<file path="src/hdl/bmc_params.svh">
// Functional notes
// [RL1] Bit 4 of mode control picks sample rate: 0 is 1 kHz, 1 is 125 Hz.
// [RL2] Awake mode codes: 0 off, 1 continuous, 2 sampled, 3 continuous with wake hold.
// [RL3] Awake mode bits 3:2 and sample-rate bit are read-only, loaded from configuration.
// [RL4] Writable bits 1:0 pick the deep-sleep mode; code 3 is reserved.
// [RL5] Sample-rate bit and awake mode sit outside the write protection.
// [RL6] Read-only 3-bit threshold code from configuration; upper bits read zero.
// [RL7] Two-bit margin sets warning threshold 5, 15 or 25 percent above; resets zero.
// [RL8] Edge select bits 2:1: 0 falling below, 1 rising above, 2 either way.
// [RL9] Interrupt control bit 0 enables the warning interrupt; resets zero.
// [RL10] Warning flag bit 0 sets on the comparator event chosen by edge select.
// [RL11] Warning flag only updates while the detector is enabled, else holds; the code still takes a write-one clear while off.
// [RL12] Status bit reads 1 while supply is below the warning threshold.
// [RL13] Interrupt stays high while enable and flag are both set.
// [RL14] Warning monitor follows detector mode: off when off, sampled when sampled.
// [RL15] Sleep mode field changes only within four accesses after the unlock key.
// [RL16] Deep sleep switches detector to sleep mode; waking restores awake mode.
// [RL17] Writing one clears the flag; a same-cycle set wins.
// [RL18] Comparator input is synchronised; in sampled mode taken only at sample ticks.
`ifndef BMC_PARAMS_SVH
`define BMC_PARAMS_SVH

`define BMC_CLK_PERIOD_NS 10
`define BMC_FAST_PERIOD_NS 1000000
`define BMC_SLOW_PERIOD_NS 8000000

`define BMC_IDX_MODE 4'h0
`define BMC_IDX_LEVEL 4'h1
`define BMC_IDX_MARGIN 4'h8
`define BMC_IDX_INTCTL 4'h9
`define BMC_IDX_FLAG 4'ha
`define BMC_IDX_STATUS 4'hb
`define BMC_IDX_UNLOCK 4'hc

`define BMC_RATE_BIT 4
`define BMC_AWAKE_LSB 2
`define BMC_SLEEP_LSB 0
`define BMC_EDGE_LSB 1
`define BMC_IE_BIT 0
`define BMC_IF_BIT 0

`define BMC_MODE_OFF 2'h0
`define BMC_MODE_CONT 2'h1
`define BMC_MODE_SAMP 2'h2
`define BMC_MODE_HOLDWAKE 2'h3

`define BMC_EDGE_BELOW 2'h0
`define BMC_EDGE_ABOVE 2'h1
`define BMC_EDGE_CROSS 2'h2

`define BMC_MARGIN_RESET 2'h0
`define BMC_INTCTL_RESET 3'h0
`define BMC_UNLOCK_KEY 8'ha5
`define BMC_UNLOCK_WINDOW 3'h4

`endif

</file>
<file path="src/hdl/bmc_pkg.sv">
package bmc_pkg;

    typedef struct packed {
        logic sample_rate;
        logic [1:0] awake_mode;
        logic [1:0] sleep_mode;
        logic [2:0] threshold;
    } bmc_nvm_t;

    typedef struct packed {
        logic [5:0] address;
        logic read;
        logic write;
        logic [3:0] byteenable;
        logic [31:0] writedata;
    } bmc_avl_req_t;

    typedef struct packed {
        logic enable;
        logic sampled;
        logic sample_rate;
        logic [2:0] threshold;
        logic [1:0] margin;
    } bmc_analog_t;

    typedef struct packed {
        logic meta;
        logic sync;
    } bmc_sync_state_t;

    typedef struct packed {
        bmc_nvm_t cfg;
        logic [1:0] margin;
        logic [1:0] edge_sel;
        logic irq_en;
        logic irq_flag;
        logic below;
        logic [2:0] unlock_left;
        logic ack;
        logic [7:0] rdata;
        logic [19:0] tick_cnt;
        logic sleep_q;
        logic hold_wake;
    } bmc_state_t;

endpackage

</file>
<file path="src/hdl/bmc_sync.sv">
`timescale 1ns/1ps
module bmc_sync
(
    // System
    input wire logic clk,
    input wire logic rst,
    // Level in and out
    input wire logic async_in,
    output logic sync_out
);

    bmc_pkg::bmc_sync_state_t st;
    bmc_pkg::bmc_sync_state_t next_st;

    always_comb
    begin
        next_st.meta = async_in;
        next_st.sync = st.meta;
        if (rst)
        begin
            next_st = '0;
        end
    end

    always_ff @(posedge clk)
    begin
        st <= next_st;
    end

    assign sync_out = st.sync;

endmodule

</file>
<file path="src/hdl/bmc_top.sv">
// The implementer's own choice: the Avalon-MM slave port.
`timescale 1ns/1ps
`include "bmc_params.svh"
module bmc_top
#(
    parameter int FAST_TICKS = `BMC_FAST_PERIOD_NS / `BMC_CLK_PERIOD_NS,
    parameter int SLOW_TICKS = `BMC_SLOW_PERIOD_NS / `BMC_CLK_PERIOD_NS
)
(
    // System
    input wire logic clk,
    input wire logic rst,
    // Avalon-MM slave
    input wire bmc_pkg::bmc_avl_req_t avl_req,
    output logic [31:0] avl_readdata,
    output logic avl_waitrequest,
    // Configuration loaded at reset
    input wire bmc_pkg::bmc_nvm_t nvm_cfg,
    // Power state
    input wire logic sleep_deep,
    output logic cpu_hold,
    // Analog comparators
    input wire logic warn_below_async,
    input wire logic detector_ready,
    output bmc_pkg::bmc_analog_t analog_ctl,
    output logic sample_strobe,
    // Interrupt
    output logic irq
);

    bmc_pkg::bmc_state_t st;
    bmc_pkg::bmc_state_t next_st;

    logic warn_below_sync;
    logic [3:0] reg_idx;
    logic bus_req;
    logic bus_done;
    logic wr_done;
    logic rd_done;
    logic lane0;
    logic [7:0] wbyte;
    logic [1:0] cur_mode;
    logic det_en;
    logic det_samp;
    logic tick;
    logic take_sample;
    logic new_below;
    logic warn_event;
    logic flag_clr;
    logic mode_wr_ok;
    logic [19:0] tick_last;
    logic [2:0] intctl_rst;

    bmc_sync u_sync
    (
        .clk(clk),
        .rst(rst),
        .async_in(warn_below_async),
        .sync_out(warn_below_sync)
    );

    // Bus decode: one wait cycle, then the answer
    assign reg_idx = avl_req.address[5:2];
    assign bus_req = avl_req.read | avl_req.write;
    assign bus_done = bus_req & st.ack;
    assign wr_done = bus_done & avl_req.write;
    assign rd_done = bus_done & avl_req.read;
    assign lane0 = avl_req.byteenable[0];
    assign wbyte = avl_req.writedata[7:0];

    // Detector mode for the present power state
    assign cur_mode = sleep_deep ? st.cfg.sleep_mode : st.cfg.awake_mode; // RL16
    always_comb
    begin
        det_en = 1'b0;
        det_samp = 1'b0;
        unique case (cur_mode) // RL2 RL4
            `BMC_MODE_OFF:
            begin
                det_en = 1'b0;
            end
            `BMC_MODE_CONT:
            begin
                det_en = 1'b1;
            end
            `BMC_MODE_SAMP:
            begin
                det_en = 1'b1;
                det_samp = 1'b1;
            end
            `BMC_MODE_HOLDWAKE:
            begin
                // Reserved while asleep, continuous while awake
                det_en = ~sleep_deep;
            end
        endcase
    end

    // Sample tick generator
    assign tick_last = st.cfg.sample_rate ? 20'(SLOW_TICKS - 1) : 20'(FAST_TICKS - 1); // RL1
    assign tick = (st.tick_cnt >= tick_last);
    assign intctl_rst = `BMC_INTCTL_RESET;

    // Warning monitor follows the detector mode
    assign take_sample = det_en & (~det_samp | tick); // RL14 RL18
    assign new_below = take_sample ? warn_below_sync : st.below;

    always_comb
    begin
        warn_event = 1'b0;
        if (take_sample)
        begin
            unique case (st.edge_sel) // RL8
                `BMC_EDGE_BELOW: warn_event = new_below & ~st.below;
                `BMC_EDGE_ABOVE: warn_event = ~new_below & st.below;
                `BMC_EDGE_CROSS: warn_event = new_below ^ st.below;
                default: warn_event = 1'b0;
            endcase
        end
    end

    assign flag_clr = wr_done & lane0 & (reg_idx == `BMC_IDX_FLAG) & wbyte[`BMC_IF_BIT]; // RL17
    assign mode_wr_ok = wr_done & lane0 & (reg_idx == `BMC_IDX_MODE)
        & (st.unlock_left != 3'h0); // RL15

    always_comb
    begin
        next_st = st;
        next_st.ack = bus_req & ~st.ack;
        next_st.tick_cnt = tick ? 20'h0 : st.tick_cnt + 20'h1;
        next_st.below = new_below; // RL12
        next_st.sleep_q = sleep_deep;

        // Read data is captured at the edge that ends the wait cycle
        if (bus_req & ~st.ack)
        begin
            unique case (reg_idx)
                `BMC_IDX_MODE:
                    next_st.rdata = {3'h0, st.cfg.sample_rate, st.cfg.awake_mode,
                        st.cfg.sleep_mode};
                `BMC_IDX_LEVEL: next_st.rdata = {5'h0, st.cfg.threshold}; // RL6
                `BMC_IDX_MARGIN: next_st.rdata = {6'h0, st.margin};
                `BMC_IDX_INTCTL: next_st.rdata = {5'h0, st.edge_sel, st.irq_en};
                `BMC_IDX_FLAG: next_st.rdata = {7'h0, st.irq_flag};
                `BMC_IDX_STATUS: next_st.rdata = {7'h0, st.below};
                `BMC_IDX_UNLOCK: next_st.rdata = {5'h0, st.unlock_left};
                default: next_st.rdata = 8'h0;
            endcase
        end

        // Unlock window counts accepted bus transfers
        if (bus_done && st.unlock_left != 3'h0)
        begin
            next_st.unlock_left = st.unlock_left - 3'h1;
        end
        if (wr_done && lane0 && reg_idx == `BMC_IDX_UNLOCK && wbyte == `BMC_UNLOCK_KEY)
        begin
            next_st.unlock_left = `BMC_UNLOCK_WINDOW; // RL15
        end

        // Rate and awake mode ignore bus writes
        if (mode_wr_ok)
        begin
            next_st.cfg.sleep_mode = wbyte[`BMC_SLEEP_LSB +: 2]; // RL4 RL5
            next_st.unlock_left = 3'h0;
        end
        if (wr_done && lane0 && reg_idx == `BMC_IDX_MARGIN)
        begin
            next_st.margin = wbyte[1:0]; // RL7
        end
        if (wr_done && lane0 && reg_idx == `BMC_IDX_INTCTL)
        begin
            next_st.edge_sel = wbyte[`BMC_EDGE_LSB +: 2]; // RL8
            next_st.irq_en = wbyte[`BMC_IE_BIT]; // RL9
        end

        // Set wins over clear; no set while detector is off, but a write-one clear still works
        if (flag_clr)
        begin
            next_st.irq_flag = 1'b0; // RL17
        end
        if (warn_event)
        begin
            next_st.irq_flag = 1'b1; // RL10 RL11 RL17
        end

        // Hold the processor after wake until the detector runs
        if (st.sleep_q && !sleep_deep && st.cfg.awake_mode == `BMC_MODE_HOLDWAKE)
        begin
            next_st.hold_wake = 1'b1; // RL2
        end
        else if (detector_ready)
        begin
            next_st.hold_wake = 1'b0;
        end

        if (rst)
        begin
            next_st = '0;
            next_st.cfg = nvm_cfg; // RL1 RL3 RL4 RL6
            next_st.margin = `BMC_MARGIN_RESET; // RL7
            next_st.edge_sel = intctl_rst[`BMC_EDGE_LSB +: 2];
            next_st.irq_en = intctl_rst[`BMC_IE_BIT]; // RL9
        end
    end

    always_ff @(posedge clk)
    begin
        st <= next_st;
    end

    assign avl_waitrequest = bus_req & ~st.ack;
    assign avl_readdata = {24'h0, st.rdata};
    assign irq = st.irq_en & st.irq_flag; // RL13
    assign cpu_hold = st.hold_wake;
    assign sample_strobe = det_en & det_samp & tick; // RL14
    assign analog_ctl.enable = det_en;
    assign analog_ctl.sampled = det_samp;
    assign analog_ctl.sample_rate = st.cfg.sample_rate;
    assign analog_ctl.threshold = st.cfg.threshold;
    assign analog_ctl.margin = st.margin;

    a_bus_wait_one: assert property (@(posedge clk) disable iff (rst)
        (bus_req && avl_waitrequest) |=> !avl_waitrequest || !bus_req)
        else $error("Bus answer took more than one wait cycle");

    a_flag_set_wins: assert property (@(posedge clk) disable iff (rst) // RL17
        (warn_event && flag_clr) |=> st.irq_flag)
        else $error("Flag lost when set and clear met");

    a_flag_held_off: assert property (@(posedge clk) disable iff (rst) // RL11
        (!det_en && !flag_clr) |=> $stable(st.irq_flag))
        else $error("Flag changed while detector off");

    a_awake_read_only: assert property (@(posedge clk) disable iff (rst) // RL3
        (wr_done && reg_idx == `BMC_IDX_MODE)
        |=> $stable(st.cfg.awake_mode) && $stable(st.cfg.sample_rate))
        else $error("Read-only mode bits changed by a write");

    a_sleep_locked: assert property (@(posedge clk) disable iff (rst) // RL15
        (wr_done && reg_idx == `BMC_IDX_MODE && st.unlock_left == 3'h0)
        |=> $stable(st.cfg.sleep_mode))
        else $error("Sleep mode changed without unlock");

    a_irq_persists: assert property (@(posedge clk) disable iff (rst) // RL13
        (irq && !(wr_done && (reg_idx == `BMC_IDX_FLAG || reg_idx == `BMC_IDX_INTCTL)))
        |=> irq)
        else $error("Interrupt dropped without software action");

    a_level_upper_zero: assert property (@(posedge clk) disable iff (rst) // RL6
        (rd_done && reg_idx == `BMC_IDX_LEVEL) |-> avl_readdata[31:3] == 29'h0)
        else $error("Threshold readback upper bits not zero");

    a_sampled_on_tick: assert property (@(posedge clk) disable iff (rst) // RL18
        (det_samp && !tick) |=> $stable(st.below))
        else $error("Sampled monitor changed between ticks");

    a_irq_enable_write: assert property (@(posedge clk) disable iff (rst) // RL9
        (wr_done && lane0 && reg_idx == `BMC_IDX_INTCTL) |=> st.irq_en == $past(wbyte[0]))
        else $error("Interrupt enable not taken from write");

    a_sleep_mode_used: assert property (@(posedge clk) disable iff (rst) // RL16
        (sleep_deep && st.cfg.sleep_mode == `BMC_MODE_OFF) |-> !analog_ctl.enable)
        else $error("Detector on in deep sleep with sleep mode off");

endmodule

</file>
<file path="config.mk">
export PLATFORM = sky130hd
export DESIGN_NAME = bmc_top
export DESIGN_NICKNAME = d
export VERILOG_FILES = /design/src/hdl/bmc_pkg.sv /design/src/hdl/bmc_sync.sv /design/src/hdl/bmc_top.sv
export VERILOG_INCLUDE_DIRS = /design/src /design/src/hdl
export SDC_FILE = /design/constraint.sdc
export NUM_CORES = 1
export LEC_CHECK = 0
export BUFFER_PORTS_ARGS = -buffer_cell sky130_fd_sc_hd__buf_2
export CORE_ASPECT_RATIO = 0.75
export CORE_UTILIZATION = 40
export CTS_CLUSTER_SIZE = 20
export DETAILED_ROUTE_END_ITERATION = 10
export PLACE_DENSITY = 0.67
export SLEW_MARGIN = 30
export SYNTH_ARGS = -nofsm -noshare
export SYNTH_HDL_FRONTEND = slang
export SYNTH_SLANG_ARGS = --single-unit
</file>
<file path="constraint.sdc">
create_clock -name clk -period 3.5 [get_ports clk]
set_input_delay 0.35 -clock clk [delete_from_list [all_inputs] [get_ports clk]]
set_output_delay 0.35 -clock clk [all_outputs]
set_load 0.05 [all_outputs]
</file>
==> reports/results.tsv <==
metric	value	unit
Setup Skew	0.006611	ns
RSZ-0062 raised after global routing	false	
Core Box Area	6832	sq um
Vias	2096	
Logic pwr share	18.4	%
min-delay worst type	input port to register	
initial core utilization	41.34	%
Final Wtd Congestion	0.8394	
dpl cell area	2930	sq um
Post-Syn Area	2824	sq um
GRT Resource Usage Total	15.17	%
CP Data Arrival Time	3.19	ns
crit path launch type	register	
Final setup viols	0	
final cycle utilization of the critical path	84.15	%
first-pass GRT wire length	8707	microns
final max-slew violation count	0	
Area Overhead vs Synth	6.956	%
register share of total power	51.6	%
RR Startpoint	analog_ctl[5]$_DFFE_PP_	
H-tree Lvls	2	
CP endpoint	st[35]$_SDFFE_PP0P_	
initial antenna violation count	0	
register area share after synthesis	36.86	%
critical path endpoint category	register	
root buf cell	clkbuf_8	
vias in the first global route	1871	
VDD IR max	0.1314	mV
initial drt markers	74	
R2R Setup Slk	0.55	ns
Switch Pwr	349.7	uW
global route overflow	0	
status	finished, final reports clean	
first-pass iteration count of the detailed router	4	
post-route ant nets	0	
HPWL Detailed	4068	microns
CTS tree	done	
Hold Fails Final Rpt	0	
largest net degree at the start of global routing	26	
die area	7403	sq um
Synth area leader	dfxtp_1	
FMAX	339.5	MHz
pwr dens	376.1	nW/um^2
Internal	786.2	uW
worst path required time	3.74	ns
antenna diode count	0	
synth unique cells	51	
Yosys reg bits	48	
Primary FF master, synth	dfxtp_1	
CTS Sinks	48	
WS Path Type	register to register	
drt drc	0	
IO buf count	44	
synthesized area per cell	8.908	sq um
Num CTS Buffers	5	
Worst-Margin Slew	0.7151	ns
Max-Cap Viols	0	
Yosys Warn Count	0	
Synth top cells by count	buf_4 (40), dfxtp_1 (40), nor2_1 (35)	
Die W	99.02	microns
NumNets Final	421	
IO Count	101	
row count	26	
drt total wl	5269	microns
Design Area, Final	3020	sq um
minimum clock period	2.945	ns
top cells by area, synth	dfxtp_1 (28%), buf_4 (11%), edfxtp_1 (8.5%)	
Critical Path Source	analog_ctl[5]$_DFFE_PP_	
Leak	0.001344	uW
Sw Share	30.78	%
clk buf depth	2	
Yosys top cell area share	28.36	%
power share of the clock group	30.0	%
die height	74.77	microns
reg2reg path depth	11	
slew margin rel.	51.89	%
crit path max fanout	6	
via/cell ratio	4.852	
Post-CTS Setup Inserts	0	
post_cts resized	0	
Fin Setup TNS	0	ns
Synth Instances	317	
clock insertion delay at the later pin of the skew report	0.31	ns
Post-synth ARST share	0	%
worst reg2reg path endpoint	st[35]$_SDFFE_PP0P_	
wire per inst	12.20	microns
CTS Hold Bufs	0	
CTS clk-pin slew, worst paths	0.09	ns
Post-synth EDFFs	8	
proportion of layout cells with a drive suffix above 1	18.97	%
## layout make-up
type	instances	area [sq um]
fillers	679	3811
multi-input cells	230	1489
flip-flops and latches	48	1041
repair buffers	46	235.2
well taps	84	105.1
clock buffers	7	86.33
inverters	16	60.06
clock inverters	1	3.754
## critical path, stage by stage, from the launching register on
cell and delay [ns]:
edfxtp_1 0.39, inv_1 0.20, ha_1 0.29, a2111oi_0 0.40, nor3_1 0.14, o41ai_1 0.25, o31a_2 0.26, mux2_4 0.31
ha_1 0.26, o21ai_0 0.14, o211ai_1 0.10, o21ai_0 0.13
## through the flow
step	hold WS, ns	worst slack [ns]	power [uW]	instances	util (%)
floorplan	0.4138	0.7058	795.0	343	-
global placement	0.4237	0.5768	805.3	424	42.89
global route	0.1968	0.3444	1192	432	44.21
finish	0.2141	0.5546	1136	432	44.21
CTS	0.2027	0.5261	1152	432	44.21
detailed placement	0.4204	0.5433	808.3	424	42.89
## routing by layer
metal | up-vias | wire (microns) | GRT usage [%]
li1 | 1081 | - | -
met1 | 938 | 2764 | 21.71
met2 | 69 | 2142 | 22.14
met3 | 8 | 264 | 2.693
met4 | 0 | 97 | 7.463
met5 | - | 0 | 0
## kinds of logic (layout without fill, tap and decap cells)
| kind of cell | after synthesis | after routing | share of synthesized area [%] |
|---|---|---|---|
| adders and majority gates | 17 | 17 | 7.532 |
| buffers and inverters | 65 | 70 | 14.05 |
| xor gates and xnor gates | 19 | 19 | 5.893 |
| and+or+nand+nor | 115 | 115 | 20.96 |
| DFF | 48 | 48 | 36.86 |
| muxes | 16 | 16 | 6.114 |
| other | 1 | 27 | 0.1328 |
| AOI/OAI and AO/OA | 36 | 36 | 8.463 |
## registers in the layout (all words and copies together) (netlist names)
name	count
u_sync.st	1
cpu_hold	1
u_sync.sync_out	1
analog_ctl	6
st	34
avl_readdata	5
## worst min path at each step
stage	from	endpoint	slack, ns	cells after the start
2_1_floorplan	u_sync.st[1]$_SDFF_PP0_	u_sync.sync_out$_SDFF_PP0_	0.41	1
3_3_place_gp	u_sync.st[1]$_SDFF_PP0_	u_sync.sync_out$_SDFF_PP0_	0.42	1
3_5_place_dp	u_sync.st[1]$_SDFF_PP0_	u_sync.sync_out$_SDFF_PP0_	0.42	1
4_1_cts	nvm_cfg[1]	analog_ctl[3]$_DFFE_PP_	0.20	1
5_1_grt	nvm_cfg[1]	analog_ctl[3]$_DFFE_PP_	0.20	1
6_report	nvm_cfg[1]	analog_ctl[3]$_DFFE_PP_	0.21	1
## placed cells by master (no fill, tap or decap), types with 2 or more instances in the layout
master and instances:
nand4_1 2, o21ai_0 7, inv_1 16, ha_1 17, nor2b_1 5, nand3b_1 4
nand4b_1 3, nand3_1 15, nor2_1 35, xor2_1 10, a21o_1 2, a21oi_1 11
o211ai_1 2, a32oi_1 2, and2_1 3, nor3b_1 2, conb_1 27, clkbuf_8 6
nand2_1 19, nor4_1 5, nand2b_1 4, buf_4 2, dfxtp_1 40, xnor2_1 9
buf_2 44, mux2i_1 9, edfxtp_1 8, and3_1 5, nor3_1 5, mux2_2 6
## power by group through the flow
stage,sequential (uW),clock [uW],combinational [uW]
5_1_grt,589,378,226
6_report,586,340,209
3_3_place_gp,599,0,207
2_1_floorplan,597,0,198
4_1_cts,586,356,210
3_5_place_dp,599,0,209
Power figures use the tool's default switching activity.
